### src/include/adc_ctl_pkg.sv
/*
  Constants and types shared by the converter control block and its sample averager.
  Assumes a 12-bit byte-address register port with 8-bit data.
*/
`default_nettype none
package adc_ctl_pkg;
  // ************************************************************
  // register addresses
  // ************************************************************
  localparam logic [11:0] ADDR_CMD_CTL  = 12'hF70;
  localparam logic [11:0] ADDR_MODE_CTL = 12'hF71;
  localparam logic [11:0] ADDR_RES_LO   = 12'hF72;
  localparam logic [11:0] ADDR_RES_HI   = 12'hF73;
  localparam logic [11:0] ADDR_UP_LO    = 12'hF74;
  localparam logic [11:0] ADDR_UP_HI    = 12'hF75;
  localparam logic [11:0] ADDR_DN_LO    = 12'hF76;
  localparam logic [11:0] ADDR_DN_HI    = 12'hF77;
  localparam logic [11:0] ADDR_CHAN_LO  = 12'hF78;
  localparam logic [11:0] ADDR_CHAN_HI  = 12'hF79;

  // ************************************************************
  // field positions
  // ************************************************************
  localparam int CMD_HI      = 7;
  localparam int CMD_LO      = 6;
  localparam int DMA_SEL_BIT = 5;
  localparam int IRQ_SEL_BIT = 4;
  localparam int REPEAT_BIT  = 3;
  localparam int AVG_ON_BIT  = 2;
  localparam int AVG_CNT_HI  = 1;
  localparam int AVG_CNT_LO  = 0;
  localparam int POWER_HI    = 7;
  localparam int POWER_LO    = 6;
  localparam int SCAN_BIT    = 5;
  localparam int TOPO_HI     = 4;
  localparam int TOPO_LO     = 3;
  localparam int SIGN_BIT    = 2;
  localparam int RES_BIT     = 1;
  localparam int TRIM_BIT    = 0;

  // ************************************************************
  // reset values, codes and widths
  // ************************************************************
  localparam logic [7:0]  CTL_RESET      = 8'h00;
  localparam logic [15:0] WORD_RESET     = 16'h0000;
  localparam logic [15:0] WIN_UP_RESET   = 16'hFFFF;
  localparam logic [1:0]  CMD_IDLE       = 2'h0;
  localparam logic [1:0]  CMD_CONVERT    = 2'h1;
  localparam logic [1:0]  CMD_OFFSET_CAL = 2'h2;
  localparam logic [1:0]  CMD_GAIN_CAL   = 2'h3;
  localparam logic [15:0] MID_12         = 16'h0800;
  localparam logic [15:0] MID_14         = 16'h2000;
  localparam int          RAW_W          = 14;
  localparam int          ACC_W          = 18;

  typedef enum logic [1:0] {
    ST_IDLE   = 2'h0,
    ST_SAMPLE = 2'h1,
    ST_RESULT = 2'h3
  } seq_state_t;
endpackage : adc_ctl_pkg
`default_nettype wire

### src/rtl/sample_averager.sv
/*
  Sums converted samples and presents the sum divided by a power of two.
  Assumes clear and add never overlap and at most 16 samples per sum.
*/
`timescale 1ns/1ps
`default_nettype none
module sample_averager (
  input  wire logic                            clk,
  input  wire logic                            sys_rst,
  input  wire logic                            clear,
  input  wire logic                            add,
  input  wire logic [adc_ctl_pkg::RAW_W-1:0]   sample,
  input  wire logic [2:0]                      shift,
  output logic      [15:0]                     average
);
  // ************************************************************
  // state
  // ************************************************************
  typedef struct packed {
    logic [adc_ctl_pkg::ACC_W-1:0] acc;
  } avg_state_t;

  avg_state_t cur;
  avg_state_t next_cur;

  // clear restarts the sum, add folds in one sample
  always_comb begin
    next_cur = cur;
    if (clear) begin
      next_cur.acc = '0;
    end else if (add) begin
      next_cur.acc = cur.acc + adc_ctl_pkg::ACC_W'(sample);
    end
  end

  // register the state
  always_ff @(posedge clk) begin
    if (sys_rst) begin
      cur <= '0;
    end else begin
      cur <= next_cur;
    end
  end

  // divide by the sample count; sixteen full-scale samples still fit
  assign average = 16'(cur.acc >> shift);
endmodule : sample_averager
`default_nettype wire

### src/rtl/adc_control_registers.sv
/*
  Control registers and sequencer of an on-chip converter: command/busy, calibration,
  averaging, scanning, result bytes, window check, DMA request and interrupt pulse.
  Assumes the analog core runs on clk and answers each conv_start with one conv_done.
*/
// The address-and-strobe port was left to the implementer.
// Functional notes
// - command field reads 00 when the converter is idle and ready
// - writing 01 starts a conversion; field reads 01 while it runs
// - writing 10 starts offset calibration; field reads 10 while running
// - writing 11 starts gain calibration; field reads 11 while running
// - with DMA clear select 0, reading the low result byte drops DMA request
// - with DMA clear select 1, reading the high result byte drops it instead
// - interrupt select 0: window only; 1: end of conversion and window
// - averaging on makes each result the average of several samples
// - averaging count codes 00..11 select 2, 4, 8 or 16 samples
// - power field 00 fast, 10 low power; 01 and 11 reserved
// - scan enable sequences through channels in the two channel selects
// - input topology field selects one of four input modes
// - format bit 1 gives sign-extended two's complement, 0 unsigned
// - resolution bit 0 gives 12-bit, 1 gives two-pass 14-bit
// - command field returns to 00 when a calibration completes
// - window interrupt when a new result is above upper or below lower
// - DMA request on every new conversion result, never on calibration
`timescale 1ns/1ps
`default_nettype none
module adc_control_registers (
  input  wire logic                          clk,
  input  wire logic                          sys_rst,
  input  wire logic [11:0]                   bus_addr,
  input  wire logic [7:0]                    bus_wr_data,
  input  wire logic                          bus_wr_en,
  input  wire logic                          bus_rd_en,
  output logic      [7:0]                    bus_rd_data,
  input  wire logic                          conv_done,
  input  wire logic [adc_ctl_pkg::RAW_W-1:0] conv_data,
  output logic                               conv_start,
  output logic      [1:0]                    conv_operation,
  output logic      [3:0]                    conv_channel,
  output logic                               conv_resolution,
  output logic      [1:0]                    conv_topology,
  output logic      [1:0]                    conv_power,
  output logic                               conv_trim_enable,
  output logic                               dma_req,
  output logic                               irq_req
);
  // ************************************************************
  // state and helpers
  // ************************************************************
  typedef struct packed {
    logic [7:0]                   ctl0;
    logic [7:0]                   ctl1;
    logic [7:0]                   chan_lo;
    logic [7:0]                   chan_hi;
    logic [15:0]                  win_up;
    logic [15:0]                  win_dn;
    logic [15:0]                  result;
    logic [7:0]                   rd_data;
    adc_ctl_pkg::seq_state_t      st;
    logic [3:0]                   chan;
    logic [4:0]                   left;
    logic                         acc_clear;
    logic                         start;
    logic                         dma;
    logic                         irq;
  } ctl_state_t;

  ctl_state_t cur;
  ctl_state_t next_cur;
  logic [15:0] average;

  // lowest selected channel at or above from; bit 4 set when one exists
  function automatic logic [4:0] find_chan(input logic [15:0] mask, input logic [4:0] from);
    logic [4:0] hit;
    hit = 5'h00;
    for (int i = 15; i >= 0; i--) begin
      if (mask[i] && (5'(i) >= from)) begin
        hit = {1'b1, 4'(i)};
      end
    end
    return hit;
  endfunction : find_chan

  // samples per result: one, or 2, 4, 8, 16 when averaging
  function automatic logic [4:0] sample_target(input logic [7:0] c0);
    logic [4:0] n;
    n = 5'h01;
    if (c0[adc_ctl_pkg::AVG_ON_BIT]) begin
      n = 5'(5'h02 << c0[adc_ctl_pkg::AVG_CNT_HI:adc_ctl_pkg::AVG_CNT_LO]);
    end
    return n;
  endfunction : sample_target

  // readback multiplexer
  function automatic logic [7:0] read_mux(input ctl_state_t s, input logic [11:0] a);
    logic [7:0] d;
    d = 8'h00;
    case (a)
      adc_ctl_pkg::ADDR_CMD_CTL:  d = s.ctl0;
      adc_ctl_pkg::ADDR_MODE_CTL: d = s.ctl1;
      adc_ctl_pkg::ADDR_RES_LO:   d = s.result[7:0];
      adc_ctl_pkg::ADDR_RES_HI:   d = s.result[15:8];
      adc_ctl_pkg::ADDR_UP_LO:    d = s.win_up[7:0];
      adc_ctl_pkg::ADDR_UP_HI:    d = s.win_up[15:8];
      adc_ctl_pkg::ADDR_DN_LO:    d = s.win_dn[7:0];
      adc_ctl_pkg::ADDR_DN_HI:    d = s.win_dn[15:8];
      adc_ctl_pkg::ADDR_CHAN_LO:  d = s.chan_lo;
      adc_ctl_pkg::ADDR_CHAN_HI:  d = s.chan_hi;
      default:                    d = 8'h00;
    endcase
    return d;
  endfunction : read_mux

  // ************************************************************
  // averaging accumulator
  // ************************************************************
  logic [2:0] avg_shift;
  logic       avg_add;

  // divide by the count: shift is one more than the count code
  always_comb begin
    avg_shift = 3'h0;
    if (cur.ctl0[adc_ctl_pkg::AVG_ON_BIT]) begin
      avg_shift = 3'(cur.ctl0[adc_ctl_pkg::AVG_CNT_HI:adc_ctl_pkg::AVG_CNT_LO]) + 3'h1;
    end
  end

  assign avg_add = conv_done && (cur.st == adc_ctl_pkg::ST_SAMPLE)
                   && (cur.ctl0[adc_ctl_pkg::CMD_HI:adc_ctl_pkg::CMD_LO]
                       == adc_ctl_pkg::CMD_CONVERT);

  sample_averager u_avg (
    .clk     (clk),
    .sys_rst (sys_rst),
    .clear   (cur.acc_clear),
    .add     (avg_add),
    .sample  (conv_data),
    .shift   (avg_shift),
    .average (average)
  );

  // ************************************************************
  // register file and sequencer
  // ************************************************************
  logic [1:0]  cmd;
  logic [15:0] mask;
  logic [15:0] uns_val;
  logic [15:0] fmt_val;
  logic [4:0]  first_hit;
  logic [4:0]  next_hit;
  logic        is_cal;
  logic        dma_clear;
  logic        restart;
  logic        out_window;

  // decode of current settings
  always_comb begin
    cmd       = cur.ctl0[adc_ctl_pkg::CMD_HI:adc_ctl_pkg::CMD_LO];
    mask      = {cur.chan_hi, cur.chan_lo};
    first_hit = find_chan(mask, 5'h00);
    next_hit  = find_chan(mask, 5'({1'b0, cur.chan}) + 5'h01);
    is_cal    = (cmd == adc_ctl_pkg::CMD_OFFSET_CAL) || (cmd == adc_ctl_pkg::CMD_GAIN_CAL);
    // result width follows the resolution bit
    if (cur.ctl1[adc_ctl_pkg::RES_BIT]) begin
      uns_val = {2'b00, average[13:0]};
      fmt_val = uns_val - adc_ctl_pkg::MID_14;
    end else begin
      uns_val = {4'h0, average[11:0]};
      fmt_val = uns_val - adc_ctl_pkg::MID_12;
    end
    if (!cur.ctl1[adc_ctl_pkg::SIGN_BIT]) begin
      fmt_val = uns_val;
    end
    out_window = (uns_val > cur.win_up) || (uns_val < cur.win_dn);
    // DMA request drops on a read of the selected result byte
    if (cur.ctl0[adc_ctl_pkg::DMA_SEL_BIT]) begin
      dma_clear = bus_rd_en && (bus_addr == adc_ctl_pkg::ADDR_RES_HI);
    end else begin
      dma_clear = bus_rd_en && (bus_addr == adc_ctl_pkg::ADDR_RES_LO);
    end
  end

  // next state: bus writes, sequencing, events
  always_comb begin
    next_cur           = cur;
    next_cur.start     = 1'b0;
    next_cur.acc_clear = 1'b0;
    next_cur.irq       = 1'b0;
    restart            = 1'b0;
    if (bus_rd_en) begin
      next_cur.rd_data = read_mux(cur, bus_addr);
    end
    if (dma_clear) begin
      next_cur.dma = 1'b0;
    end
    // software writes; the command field only takes a launch while idle
    if (bus_wr_en) begin
      case (bus_addr)
        adc_ctl_pkg::ADDR_CMD_CTL: begin
          next_cur.ctl0[5:0] = bus_wr_data[5:0];
          if (cur.st == adc_ctl_pkg::ST_IDLE) begin
            next_cur.ctl0[adc_ctl_pkg::CMD_HI:adc_ctl_pkg::CMD_LO] =
              bus_wr_data[adc_ctl_pkg::CMD_HI:adc_ctl_pkg::CMD_LO];
          end
        end
        adc_ctl_pkg::ADDR_MODE_CTL: next_cur.ctl1 = bus_wr_data;
        adc_ctl_pkg::ADDR_UP_LO:    next_cur.win_up[7:0] = bus_wr_data;
        adc_ctl_pkg::ADDR_UP_HI:    next_cur.win_up[15:8] = bus_wr_data;
        adc_ctl_pkg::ADDR_DN_LO:    next_cur.win_dn[7:0] = bus_wr_data;
        adc_ctl_pkg::ADDR_DN_HI:    next_cur.win_dn[15:8] = bus_wr_data;
        adc_ctl_pkg::ADDR_CHAN_LO:  next_cur.chan_lo = bus_wr_data;
        adc_ctl_pkg::ADDR_CHAN_HI:  next_cur.chan_hi = bus_wr_data;
        default: begin
        end
      endcase
    end
    case (cur.st)
      // a nonzero command written while idle launches the sequence
      adc_ctl_pkg::ST_IDLE: begin
        if (bus_wr_en && (bus_addr == adc_ctl_pkg::ADDR_CMD_CTL)
            && (bus_wr_data[adc_ctl_pkg::CMD_HI:adc_ctl_pkg::CMD_LO]
                != adc_ctl_pkg::CMD_IDLE)) begin
          next_cur.chan = first_hit[3:0];
          restart       = 1'b1;
        end
      end
      // wait for the core; calibration ends on its one answer
      adc_ctl_pkg::ST_SAMPLE: begin
        if (conv_done) begin
          if (is_cal) begin
            next_cur.result = {2'b00, conv_data};
            next_cur.ctl0[adc_ctl_pkg::CMD_HI:adc_ctl_pkg::CMD_LO] =
              adc_ctl_pkg::CMD_IDLE;
            next_cur.irq = cur.ctl0[adc_ctl_pkg::IRQ_SEL_BIT];
            next_cur.st  = adc_ctl_pkg::ST_IDLE;
          end else if (cur.left == 5'h01) begin
            next_cur.st = adc_ctl_pkg::ST_RESULT;
          end else begin
            next_cur.left  = cur.left - 5'h01;
            next_cur.start = 1'b1;
          end
        end
      end
      // publish the result, then scan on, repeat or stop
      adc_ctl_pkg::ST_RESULT: begin
        next_cur.result = fmt_val;
        next_cur.dma    = 1'b1;
        next_cur.irq    = cur.ctl0[adc_ctl_pkg::IRQ_SEL_BIT] || out_window;
        if (cur.ctl1[adc_ctl_pkg::SCAN_BIT] && next_hit[4]) begin
          next_cur.chan = next_hit[3:0];
          restart       = 1'b1;
        end else if (cur.ctl0[adc_ctl_pkg::REPEAT_BIT]) begin
          next_cur.chan = first_hit[3:0];
          restart       = 1'b1;
        end else begin
          next_cur.ctl0[adc_ctl_pkg::CMD_HI:adc_ctl_pkg::CMD_LO] =
            adc_ctl_pkg::CMD_IDLE;
          next_cur.st = adc_ctl_pkg::ST_IDLE;
        end
      end
      default: begin
        next_cur.st = adc_ctl_pkg::ST_IDLE;
      end
    endcase
    // start a fresh result: clear the sum, load the count, fire the core
    if (restart) begin
      next_cur.left      = sample_target(next_cur.ctl0);
      next_cur.acc_clear = 1'b1;
      next_cur.start     = 1'b1;
      next_cur.st        = adc_ctl_pkg::ST_SAMPLE;
    end
  end

  // register the state; reset clears everything except the upper window bound, which loads FFFF
  always_ff @(posedge clk) begin
    if (sys_rst) begin
      cur         <= '0;
      cur.ctl0    <= adc_ctl_pkg::CTL_RESET;
      cur.ctl1    <= adc_ctl_pkg::CTL_RESET;
      cur.win_up  <= adc_ctl_pkg::WIN_UP_RESET;
      cur.win_dn  <= adc_ctl_pkg::WORD_RESET;
      cur.st      <= adc_ctl_pkg::ST_IDLE;
    end else begin
      cur <= next_cur;
    end
  end

  // ************************************************************
  // outputs, all from flip-flops
  // ************************************************************
  assign bus_rd_data      = cur.rd_data;
  assign conv_start       = cur.start;
  assign conv_operation   = cur.ctl0[adc_ctl_pkg::CMD_HI:adc_ctl_pkg::CMD_LO];
  assign conv_channel     = cur.chan;
  assign conv_resolution  = cur.ctl1[adc_ctl_pkg::RES_BIT];
  assign conv_topology    = cur.ctl1[adc_ctl_pkg::TOPO_HI:adc_ctl_pkg::TOPO_LO];
  assign conv_power       = cur.ctl1[adc_ctl_pkg::POWER_HI:adc_ctl_pkg::POWER_LO];
  assign conv_trim_enable = cur.ctl1[adc_ctl_pkg::TRIM_BIT];
  assign dma_req          = cur.dma;
  assign irq_req          = cur.irq;
endmodule : adc_control_registers
`default_nettype wire

### config.mk
export PLATFORM = sky130hd
export DESIGN_NAME = adc_control_registers
export DESIGN_NICKNAME = d
export VERILOG_FILES = /design/src/include/adc_ctl_pkg.sv /design/src/rtl/sample_averager.sv /design/src/rtl/adc_control_registers.sv
export SDC_FILE = /design/constraint.sdc
export NUM_CORES = 1
export LEC_CHECK = 0
export BUFFER_PORTS_ARGS = -buffer_cell sky130_fd_sc_hd__buf_2
export CAP_MARGIN = 20
export CORE_ASPECT_RATIO = 0.8
export CORE_MARGIN = 2
export CORE_UTILIZATION = 40
export DETAILED_ROUTE_END_ITERATION = 12
export HOLD_SLACK_MARGIN = 0.03
export PLACE_DENSITY = 0.55
export SLEW_MARGIN = 30
export SYNTH_ARGS = -nofsm -noshare
export SYNTH_HDL_FRONTEND = slang
export SYNTH_SLANG_ARGS = --single-unit
### constraint.sdc
create_clock -name clk -period 4.5 [get_ports clk]
set_clock_uncertainty 0.2 [all_clocks]
set_input_delay 0.675 -clock clk [delete_from_list [all_inputs] [get_ports clk]]
set_output_delay 0.675 -clock clk [all_outputs]
set_load 0.02 [all_outputs]
# Word level (Yosys, flattened, before mapping)
# Index checks and enable logic that the tools add are counted.
[totals]
regBits = 121
input_bits = 39
out_inout_bits = 23
word_cells = 211
[classes]
n_addsub = 6
magnitude_cmp = 18
eq_ne = 30
shift = 2
muxes = 86
n_bitwise = 1
reduce_logical = 48
[ops]
columns = ["cell", "count"]
rows = [
  ["== test 12 bit (second input constant)", 10],
  ["2-to-1 mux 5 bit", 21],
  ["case mux 8 bit (10 select lines)", 1],
  ["2-to-1 mux 4 bit", 19],
  ["2-to-1 mux 16 bit", 4],
  ["2-to-1 mux 64 bit", 1],
  ["2-to-1 mux 8 bit", 8],
  ["greater-or-equal comparator 4 x 5 -> 1 bit (first input constant)", 8],
  ["case mux 16 bit (2 select lines)", 1],
  ["logical AND 1 bit", 23],
  ["greater-or-equal comparator 3 x 5 -> 1 bit (first input constant)", 4],
  ["2-to-1 mux 2 bit", 10],
  ["adder 18 x 14 -> 18 bit", 1],
  ["right shift 18 x 3 -> 14 bit", 1],
  ["> comparator 16 bit", 1],
  ["less-than comparator 16 bit", 1],
  ["AND reduction 2 bit", 8],
  ["subtractor 14 x 14 -> 15 bit (second input constant)", 1],
  ["2-to-1 mux 14 bit", 1],
  ["2-to-1 mux 1 bit", 13],
  ["subtractor 12 x 12 -> 13 bit (second input constant)", 1],
  ["!= test 2 bit (second input constant)", 6],
  ["!= test 3 bit (second input constant)", 4],
  ["nonzero test 2 bit", 6],
  ["25 further kinds", 37],
]

# Longest topological paths before layout
# Gate-level depths: netlist of run 1.
[depth]
word_depth = 24
depth_mapped = 17
mapped_depth_nobuf = 14

# By module
# A second synthesis of run 1 with hierarchy kept.
[hier_totals]
cells_unflattened = 1124
hier_area_um2 = 8667.1
[modules_own_cells]
columns = ["module", "instances", "cells_per_inst", "area_per_inst_um2", "seq_area_each_um2"]
rows = [
  ["adc_control_registers", 1, 837, 6501.2, 2042.0],
  ["sample_averager", 1, 287, 2165.8, 360.3],
]

# Least setup slack after synthesis of run 1
# No wires, ideal clock.
[synth_path]
path_type = "flip-flop to flip-flop"
startpoint = "register cur[95] (netlist name)"
endpoint = "register cur, in the netlist irq_req"
setup_ns = 0.120
t_arrival_ns = 3.220
t_required_ns = 4.180
setup_slack_ns = 0.961
path_stages_with_launch = 16
n_path_buf = 2
synth_period_minus_slack_ns = 3.539
cell_sequence = "dfxtp_1 -> ha_1 -> clkbuf_1 -> nand2_1 -> buf_1 -> mux2i_1 -> mux2_2 -> ha_1 -> a21o_1 -> a21oi_1 -> nor2b_1 -> o21ai_0 -> nand2b_1 -> a221oi_1 -> o21ai_0 -> a211o_1"
[synth_via]
elab_chain_len = 8
word_cells_on_any_way = 9
cone_classes = "add/sub: 1; order compare: 2; shift: 1; mux: 3; reduce/logical: 2"
[synth_rtl]
columns = ["item", "line_no", "rtl"]
rows = [
  ["start, declared", "adc_control_registers.sv:68", "ctl_state_t cur;"],
  ["start signal, assigned", "adc_control_registers.sv:284", "cur <= next_cur;"],
  ["adder 2 x 1 -> 3 bit (*)", "adc_control_registers.sv:124", "avg_shift = 3'(cur.ctl0[adc_ctl_pkg::AVG_CNT_HI:adc_ctl_pkg::AVG_CNT_LO]) + 3'h1;"],
  ["2-to-1 mux 3 bit (*)", "adc_control_registers.sv:123", "if (cur.ctl0[adc_ctl_pkg::AVG_ON_BIT]) begin"],
  ["right shift 18 x 3 -> 14 bit (*)", "sample_averager.sv:46", "assign average = 16'(cur.acc >> shift);"],
  ["2-to-1 mux 14 bit (*)", "adc_control_registers.sv:164", "if (cur.ctl1[adc_ctl_pkg::RES_BIT]) begin"],
  ["> comparator 16 bit / less-than comparator 16 bit (equally long branches)", "adc_control_registers.sv:174", "out_window = (uns_val > cur.win_up) || (uns_val < cur.win_dn);"],
  ["logical OR 1 bit (*)", "adc_control_registers.sv:174", ""],
  ["logical OR 1 bit (*)", "adc_control_registers.sv:248", "next_cur.irq = cur.ctl0[adc_ctl_pkg::IRQ_SEL_BIT] || out_window;"],
  ["case mux 1 bit (2 select lines) (*)", "adc_control_registers.sv:217", "case (cur.st)"],
]
# Every way passes the cells marked *; elsewhere a longest branch is shown, timed or not.
# A chain may end at the register's enable or synchronous reset.

# Final worst setup path of run 1
[layout_path]
startpoint = "register cur, in the netlist conv_channel[0]"
endpoint = "register cur, in the netlist conv_channel[1]"
[layout_via]
elab_chain_len = 22
word_cells_on_any_way = 54
cone_classes = "add/sub: 1; order compare: 16; eq/ne: 1; mux: 18; reduce/logical: 18"
[layout_rtl]
columns = ["item", "line_no", "rtl"]
rows = [
  ["adder 4 x 1 -> 5 bit (*)", "adc_control_registers.sv:161", "next_hit = find_chan(mask, 5'({1'b0, cur.chan}) + 5'h01);"],
  ["greater-or-equal comparator 4 x 5 -> 1 bit", "adc_control_registers.sv:77", "if (mask[i] && (5'(i) >= from)) begin"],
  ["logical AND 1 bit", "adc_control_registers.sv:77", ""],
  ["2-to-1 mux 5 bit (15 in a row)", "adc_control_registers.sv:77", ""],
  ["2-to-1 mux 5 bit (*)", "adc_control_registers.sv:77", ""],
  ["logical AND 1 bit", "adc_control_registers.sv:249", "if (cur.ctl1[adc_ctl_pkg::SCAN_BIT] && next_hit[4]) begin"],
  ["!= test 3 bit (no line) / 2-to-1 mux 4 bit (equally long branches)", "--", ""],
  ["AND reduction 3 bit (no line) / case mux 4 bit (2 select lines) (equally long branches)", "--", ""],
]
# Marks and branches as above.

==> metrics, run 1 <==
status finished, final reports clean; initial antenna violation count 1; Port Buffers 61; footprint of the multi-input gates 5570 um^2; Max Cap Viol 0; WP data required 4.63 ns; CTS buffer count 17; final setup violation count 0; post-synth top area cell dfxtp_1; Pwr Density 266 nW/um^2; 1st-iter DRT viols approximately 770; post-synth cell types 82; DR pass1 iterations 5; vias in the first global route between 7000 and 8000; FF-to-FF Start conv_channel[0]; post-synthesis area per instance approximately 8 um^2; detailed placer's ending HPWL 21400 um; Period minus WS final 3.85 ns; RSZ-0062 raised after global routing no; Async S/R FF share, synth 0; Max Clk Rate 0.260 GHz; Fillers 2108; flop-to-flop setup slack 0.65 ns; crit-path max FO 20; clk buf depth 2; register area share after synthesis 0.280; worst setup margin 0.652 ns; DR WL/cell 20.5 um; Die Wd 168 um; worst reg2reg path depth 9; H-tree Lvls 4; Pleak 0.00381 uW; pre-CTS WS 0.731 ns; Slowest cell on crit path dfxtp_1; root buf cell clkbuf_16; pin count of the biggest net entering global routing 59; CP Class reg2reg; via count 8168; placer congestion estimate 0.930; DRC 0; Die Y approximately 140 um; Total Wirelength 28300 um; core region area 20900 um^2; most frequent cells after synthesis 163 x nand2_1, 120 x a21oi_1, 120 x dfxtp_1, 80 x nor2_1, 57 x inv_1; final setup TNS 0 ns; post-route ant nets 0; post-CTS sizing 0; slowest stage delay, CP 0.70 ns; hold_buf cts 0; layout cells sized above 1 0.147; post-CTS setup buffers 0; IO Pins 62; cell total after placement around 1300; post-synthesis to final-layout area growth 10.4%; CP endpoint kind register; R2R Path End conv_channel[1]; Total Power Consumption 2520 uW; Min-Delay Path Class reg2reg; Worst slew margin 0.365; via/cell ratio 5.93; Synth Flop Type dfxtp_1; flops & latches, synth 120; Synthesized Nets 1184; Slew Limit Fails 0; GRT Total Usage 0.255; Reg clk slew, reported paths 0.06 ns; Critical Path, Cell by Cell ha_1, inv_1, and4b_1, o41ai_2, and2_0, and3_4, a21oi_4, or4_4, a311oi_2; Hold EP cur[35]; Site Rows 47; Final Hold Vio Count 0; Hold Crit Start cur[35]; Syn. warnings 0; top-count cell post-synth nand2_1; crit share post-route 0.855; Post-synth EDFFs 0; synthesized area 8590 um^2; post-synth top area share 0.280; gr ovfl total 0; critical path arrival slightly below 4 ns; Starting Density 0.412; number of cells on the worst hold path 2; Worst-Margin Slew ~0.94 ns; peak supply drop 0.191 mV; final net count 1189; CTS tree yes; Worst-Skew Late Latency 0.42 ns; ranking of synthesized cells by area dfxtp_1 28%, ha_1 7.6%, nand2_1 7.1%; die area 22700 um^2; first-pass GRT wire length 44200 um; final hold slack 0.255 ns; crit start category register; final std cells w/o fill 1378; CTS Sinks 120; Storage cell area 2400 um^2; Cells after Synth about 1100
==> where the power goes <==
part	internal (uW)	leakage [uW]	switching [uW]	total [uW]
sequential	1060	0.000967	0.116	1060
clock	847	0.000280	494	1340
combinational	38.0	0.00256	82.1	120
==> area by class of cell <==
type,count,area share
diodes,1,0.000264
flip-flops and latches,120,0.253
multi-input cells,829,0.587
repair buffers,72,0.0412
well taps,269,0.0355
clock buffers,21,0.0496
inverters,57,0.0226
clock inverters,9,0.0106
==> through the flow <==
| step | cell area (um^2) | util |
|---|---|---|
| global placement | 8910 | 0.427 |
| CTS | 9480 | 0.454 |
| detailed placement | 8910 | 0.427 |
| finish | 9490 | 0.454 |
| floorplan | 8590 | - |
| global route | 9490 | 0.454 |
==> placed cells by master, fill, tap and decap left out, types with 11 or more instances in the layout <==
master | Yosys | routed
nand2_1 | 163 | 163
a21oi_1 | 120 | 120
dfxtp_1 | 120 | 120
nor2_1 | 80 | 80
buf_2 | 4 | 60
inv_1 | 57 | 57
ha_1 | 52 | 52
nand3_1 | 40 | 40
mux2i_1 | 32 | 32
o21ai_0 | 27 | 27
nor3_1 | 17 | 17
mux4_2 | 17 | 17
clkbuf_16 | 0 | 17
a21o_1 | 16 | 16
nor2b_1 | 15 | 15
mux2_2 | 14 | 14
nand2b_1 | 14 | 14
nand3b_1 | 14 | 14
a211oi_1 | 13 | 13
xnor2_1 | 12 | 12
a22oi_1 | 12 | 12
buf_4 | 19 | 12
nand4_1 | 11 | 11
nor4_1 | 12 | 11
==> worst max-delay path, delay by kind of cell (launching register included) <==
family	cells	cell delay [ns]
simple gates	4	1.22
compound gates	3	0.74
flops	1	0.70
fa+ha+maj	1	0.67
buf+inv	1	0.21
==> worst max path at each step <==
stage                      end  depth (start not counted)            start  slack (ns)
2_1_floorplan          irq_req                         15          cur[95]        0.96
3_5_place_dp   conv_channel[1]                          9  conv_channel[0]        0.73
4_1_cts        conv_channel[1]                          9  conv_channel[0]        0.70
6_report       conv_channel[1]                          9  conv_channel[0]        0.65
5_1_grt        conv_channel[1]                          9  conv_channel[0]        0.39
3_3_place_gp   conv_channel[1]                          9  conv_channel[0]        0.74
==> flip-flops by register name, indices dropped and copies added (netlist names) <==
name and flops:
conv_resolution 1, conv_start 1, conv_trim_enable 1, conv_power 2, conv_operation 2, u_avg.cur 18, conv_topology 2, bus_rd_data 8
dma_req 1, cur 79, conv_channel 4, irq_req 1
==> cell families after synthesis <==
group           after synthesis  synth area share
simple gates                416             0.234
xor+xnor                     19            0.0194
mux                          63             0.100
fa+ha+maj                    53            0.0780
buf+inv                     143            0.0745
compound gates              278             0.214
flops                       120             0.280
==> routing by layer <==
layer	vias to the layer above	wire, um	global-route usage
met5	-	0	0
met4	0	393	0.0686
met3	24	2320	0.0489
met2	312	11600	0.362
met1	3944	14000	0.389
li1	3888	-	-
Note: power is estimated with default switching activity, not from simulation.
==> run 2: changes to the inputs <==
BUFFER_PORTS_ARGS = -buffer_cell sky130_fd_sc_hd__buf_4   (was -buffer_cell sky130_fd_sc_hd__buf_2)
==> run 2 against run 1 <==
Hold slack improved by 0.0023 ns. Die area did not move. Clock power is 11% higher. Cell area increased by 2.1%. Largest power group unchanged. Highest routed layer is now met5. Setup slack worse by 0.035 ns. Non-clock buffer count down 2. Register-to-register slack worse by 0.04 ns.
==> metrics, run 2 (synthesis gave the netlist of run 1 again) <==
final setup TNS 0 ns (unchanged); DRC 0 (unchanged); flop-to-flop setup slack 0.62 ns (-0.04 ns); 1st-iter DRT viols 858 (+12%); number of cells on the worst hold path 2 (unchanged); first-pass GRT wire length 44100 um (-0.31%); Worst-Skew Late Latency 0.43 ns (about the same); pin count of the biggest net entering global routing 57 (-3.4%); Hold EP cur[32]; RSZ-0062 raised after global routing no; layout cells sized above 1 0.148 (+0.000903); via/cell ratio 5.88 (-0.87%); Critical Path, Cell by Cell ha_1, or2_2, a21boi_0, a21oi_1, a221oi_4, and3_4, a21oi_4, or4_4, a311oi_2; Final Hold Vio Count 0 (unchanged); core region area 20900 um^2 (unchanged); CTS tree yes; hold_buf cts 0 (unchanged); post-layout util 0.464 (+0.00953); Worst slew margin 0.411 (+0.0454); Port Buffers 61 (unchanged); pre-CTS WS 0.675 ns (-0.0560 ns); R2R Path End conv_channel[1]; Slowest cell on crit path dfxtp_1; FF-to-FF Start conv_channel[0]; placer congestion estimate 0.943 (+1.3%); IO Pins 62 (unchanged); vias in the first global route 7480 (-0.15%); Die Y 135 um (unchanged); final setup violation count 0 (unchanged); CP Class reg2reg; initial antenna violation count 1 (unchanged); Slew Limit Fails 0 (unchanged); crit start category register; Reg clk slew, reported paths 0.06 ns (about the same); crit share post-route 0.863 (+0.00780); Site Rows 47 (unchanged); die area 22700 um^2 (unchanged); root buf cell clkbuf_16; Fillers 2094 (-0.66%); post-CTS sizing 0 (unchanged); post-CTS setup buffers 0 (unchanged); DR WL/cell 20.5 um (-0.31%); critical path arrival 4.02 ns (+0.04 ns); CTS buffer count 17 (unchanged); commonest non-fill, non-tap cell in the layout nand2_1; Biggest register cur; worst reg2reg path depth 9 (unchanged); worst path bufs/invs 0 (-1); Total Wirelength 28200 um (-0.39%); CP delay by family, top compound AO/OA/AOI/OAI gates; post-route ant nets 0 (unchanged); most frequent cells in the layout 163 x nand2_1, 120 x a21oi_1, 120 x dfxtp_1; max reg flops 79 (unchanged); Max Cap Viol 0 (unchanged); Period minus WS final 3.88 ns (+0.0351 ns); Max Clk Rate 0.258 GHz (-0.90%); Pleak 0.00384 uW (+0.93%); CTS Sinks 120 (unchanged); detailed placer's ending HPWL 21000 um (-1.6%); WP data required 4.63 ns (about the same); GRT Total Usage 0.254 (-0.000855); H-tree Lvls 4 (unchanged); CP endpoint kind register; via count 8091 (-0.94%); peak supply drop 0.210 mV (+10%); Starting Density 0.412 (unchanged); clk buf depth 2 (unchanged); gr ovfl total 0 (unchanged); Die Wd 168 um (unchanged); DR pass1 iterations 6 (+1); Min-Delay Path Class reg2reg; Pwr Density 277 nW/um^2 (+4.0%); Hold Crit Start cur[32]; post-synthesis to final-layout area growth 12.7%; crit-path max FO 20 (unchanged); status finished, final reports clean; slowest stage delay, CP 0.72 ns (+0.02 ns); Worst-Margin Slew 0.882 ns (-0.0627 ns); worst setup margin 0.617 ns (-0.0351 ns); ANT cells 0 (-1); final net count 1187 (-0.17%)
[run 2: cell types whose count changed in the layout (fill, tap and decap cells not counted)]
cell / before / now
nor3_1: 17 / 16
clkinv_2: 5 / 1
diode_2: 1 / 0
clkinvlp_4: 2 / 5
nor3b_1: 1 / 2
inv_6: 0 / 2
clkbuf_1: 1 / 0
buf_2: 60 / 0
nor3_2: 0 / 1
clkbuf_8: 3 / 1
clkinv_4: 0 / 2
buf_4: 12 / 70
nor3b_2: 1 / 0
bufinv_16: 2 / 4
[run 2: layout make-up]
class                           instances  area (um^2)  share of cell area
Clock buffer                           18          439              0.0453
Tap cell                              269          337              0.0348
Timing Repair Buffer                   70          526              0.0543
Multi-Input combinational cell        829         5570               0.575
Inverter                               57          214              0.0221
Clock inverter                         14          198              0.0204
Sequential cell                       120         2400               0.248
[run 2: how the worst max path moves through the flow]
stage / start / end / slack (ns) / cells past startpoint
after global routing: conv_channel[0] / conv_channel[1] / 0.35 / 9
after global placement: cur[95] / irq_req / 0.79 / 13
after detailed placement: conv_channel[0] / conv_channel[1] / 0.67 / 9
after floorplan: cur[95] / irq_req / 0.96 / 15
after CTS: conv_channel[0] / conv_channel[1] / 0.64 / 9
final: conv_channel[0] / conv_channel[1] / 0.62 / 9
[run 2: per-stage QoR]
stage          std cells  power (uW)  hold slack (ns)  cell area [um^2]
2_1_floorplan       1092        1150            0.228              8590
3_3_place_gp        1345        1220            0.239              9040
3_5_place_dp        1345        1210            0.246              9040
4_1_cts             1377        2700            0.255              9680
5_1_grt             1377        2750            0.266              9680
6_report            1377        2680            0.257              9680
[run 2: worst reg2reg max path, delay by kind of cell (launching register included)]
kind / cells / cell delay (ns)
adder cells (fa/ha/maj): 1 / 0.68
AO/OA/AOI/OAI: 5 / 1.12
flip-flops: 1 / 0.72
AND/OR/NAND/NOR: 3 / 1.06
[run 2: per-layer routing]
metal | vias to the layer above | global-route usage | wire length, um
li1 | 3900 | - | -
met1 | 3820 | 0.380 | 13800
met2 | 326 | 0.363 | 11600
met3 | 43 | 0.0522 | 2170
met4 | 2 | 0.0797 | 606
met5 | - | 0 | 11
[run 2: power by group]
part / switching, uW / internal [uW] / total [uW]
sequential: 0.113 / 1060 / 1060
combinational: 83.0 / 47.4 / 130
clock: 543 / 944 / 1490
total: 626 / 2050 / 2680
==> run 3: changes to the inputs <==
SYNTH_HIERARCHICAL = 1   (was not set)
==> run 3 against run 2 <==
Count of clock-buffer cells in the layout down 1. Sequential share of layout area up 0.23 points. First-iteration DRC count up 1.4%. Via count up 2.2%. Cell area down 0.90%. Register-to-register slack worse by 0.09 ns. Cell count up 2.0%. Critical endpoint is now irq_req. Clock power down 7%. Maximum frequency down 2.2%. Critical path type unchanged. Hold slack better by 0.0075 ns. Area after synthesis up 0.68%. Critical path depth up 5.
==> metrics, run 3 <==
status finished, final reports clean; CTS Sinks 120 (unchanged); final hold slack 0.264 ns (+0.00755 ns); via count 8266 (+2.2%); CP endpoint kind register; gr ovfl total 0 (unchanged); DR pass1 iterations 6 (unchanged); Area after DPL 9010 um^2 (-0.33%); DRT met1 WL 14300 um (+3.3%); Die Y 136 um (+0.33%); crit start category register; Slew Limit Fails 0 (unchanged); flop-to-flop setup slack 0.53 ns (-0.09 ns); final std cells w/o fill 1405 (+2.0%); Cells after Synth 1122 (+2.7%); Hold EP cur[34]; max reg flops 79 (unchanged); final setup violation count 0 (unchanged); CP startpoint cur[96]; placer congestion estimate 0.859 (-8.9%); CTS tree yes; post-CTS setup buffers 0 (unchanged); Slowest cell on crit path and2_1; RSZ-0062 raised after global routing no; Worst-Margin Slew 0.941 ns (+0.0585 ns); post-route ant nets 0 (unchanged); DR WL/cell 20.1 um (-1.6%); Reg clk slew, reported paths 0.07 ns (about the same); peak supply drop 0.215 mV (+2.4%); cell total after placement 1373 (+2.1%); final setup TNS 0 ns (unchanged); wire length on met3 2320 um (+6.7%); Syn. warnings 6 (+6); CTS buffer count 17 (unchanged); ANT cells 0 (unchanged); WP data required 4.63 ns (about the same); CP delay by family, top compound AO/OA/AOI/OAI gates; Storage cell area 2400 um^2 (unchanged); post-synthesis to final-layout area growth 10.9%; Worst slew margin 0.368 (-0.0426); pin count of the biggest net entering global routing 83 (+46%); GRT Total Usage 0.248 (-0.00555); 1st-iter DRT viols 870 (+1.4%); most frequent cells in the layout 122 x nand2_1, 120 x dfxtp_1, 95 x nor2_1; via/cell ratio 5.88 (+0.13%); Total Power Consumption 2560 uW (-4.4%); root buf cell clkbuf_16; initial antenna violation count 0 (-1); crit share post-route 0.883 (+0.0198); crit-path max FO 10 (-50%); layout cells sized above 1 0.127 (-0.0206); R2R Path End irq_req; Biggest register cur; clk buf depth 2 (unchanged); Max Cap Viol 0 (unchanged); met2 wire len 11300 um (-2.3%); Pwr Density 267 nW/um^2 (-3.5%); Site Rows 48 (+2.1%); hold_buf cts 0 (unchanged); detailed placer's ending HPWL 20800 um (-0.85%); Max Clk Rate 0.252 GHz (-2.2%); number of cells on the worst hold path 2 (unchanged); Max Used Layer met4; first-pass GRT wire length 43700 um (-0.83%); footprint of the multi-input gates 5540 um^2 (-0.61%); FF-to-FF Start cur[96]; slowest stage delay, CP 0.41 ns (-0.31 ns); H-tree Lvls 4 (unchanged); core region area 21400 um^2 (+2.4%); Period minus WS final 3.97 ns (+0.0893 ns); critical path arrival 4.11 ns (+0.09 ns); Die Wd 168 um (+0.33%); Final Hold Vio Count 0 (unchanged); Pleak 0.00391 uW (+1.8%); DRC 0 (unchanged); Synthesized Nets 1213 (+2.4%); IO Pins 62 (unchanged); post-synthesis area per instance 7.71 um^2 (-2.0%); Critical Path, Cell by Cell ha_1, and2_1, buf_4, mux2_2, o21ai_0, a21oi_1, ha_1, o21a_1, o21a_1, o21ai_0, a211o_1, nand3_1, o311ai_0, a311oi_1; Total Wirelength 28300 um (+0.41%); Port Buffers 61 (unchanged); vias in the first global route 7482 (+0.027%); post-CTS sizing 0 (unchanged); worst reg2reg path depth 14 (+5); synthesized area 8650 um^2 (+0.68%); Fillers 2156 (+3.0%); CP Class reg2reg; worst path bufs/invs 1 (+1); post-route cell area 9600 um^2 (-0.90%); Min-Delay Path Class reg2reg; Worst-Skew Late Latency 0.43 ns (about the same); commonest non-fill, non-tap cell in the layout nand2_1; die area 22800 um^2 (+0.67%); Hold Crit Start cur[34]; final net count 1208 (+1.8%); Starting Density 0.405 (-0.00696)
-- run 3: power breakdown --
part / switching [uW] / internal, uW / leakage (uW)
combinational: 81.6 / 42.3 / 0.00266
clock: 593 / 783 / 0.000286
sequential: 0.160 / 1060 / 0.000967
total: 675 / 1890 / 0.00391
-- run 3: worst register-to-register path, stage by stage (launching register included) --
cell,delay [ns]
dfxtp_1,0.36
ha_1,0.29
and2_1,0.41
buf_4,0.29
mux2_2,0.36
o21ai_0,0.31
a21oi_1,0.19
ha_1,0.33
o21a_1,0.12
o21a_1,0.10
o21ai_0,0.08
a211o_1,0.26
nand3_1,0.08
o311ai_0,0.20
a311oi_1,0.31
-- run 3: how the worst max path moves through the flow --
stage | end | cells past startpoint
floorplan | irq_req | 14
global placement | irq_req | 14
detailed placement | irq_req | 14
CTS | irq_req | 14
global route | irq_req | 13
finish | irq_req | 14
-- run 3: layout make-up --
class	count	share of cell area
clock inverter	15	0.0164
tap	275	0.0359
sequential	120	0.250
inverter	49	0.0192
multi-input combinational	856	0.577
clock buffer	17	0.0443
timing repair buffer	73	0.0571
-- run 3: layer usage --
metal  vias up  GRT usage
met4         0     0.0613
met5         -          0
li1       4021          -
met3        31     0.0613
met2       302      0.340
met1      3912      0.383
-- run 3: per-stage QoR --
step	setup WS, ns	util
after floorplan	1.23	-
after global placement	0.689	0.422
after detailed placement	0.590	0.422
after CTS	0.538	0.449
after global routing	0.279	0.449
final	0.528	0.449
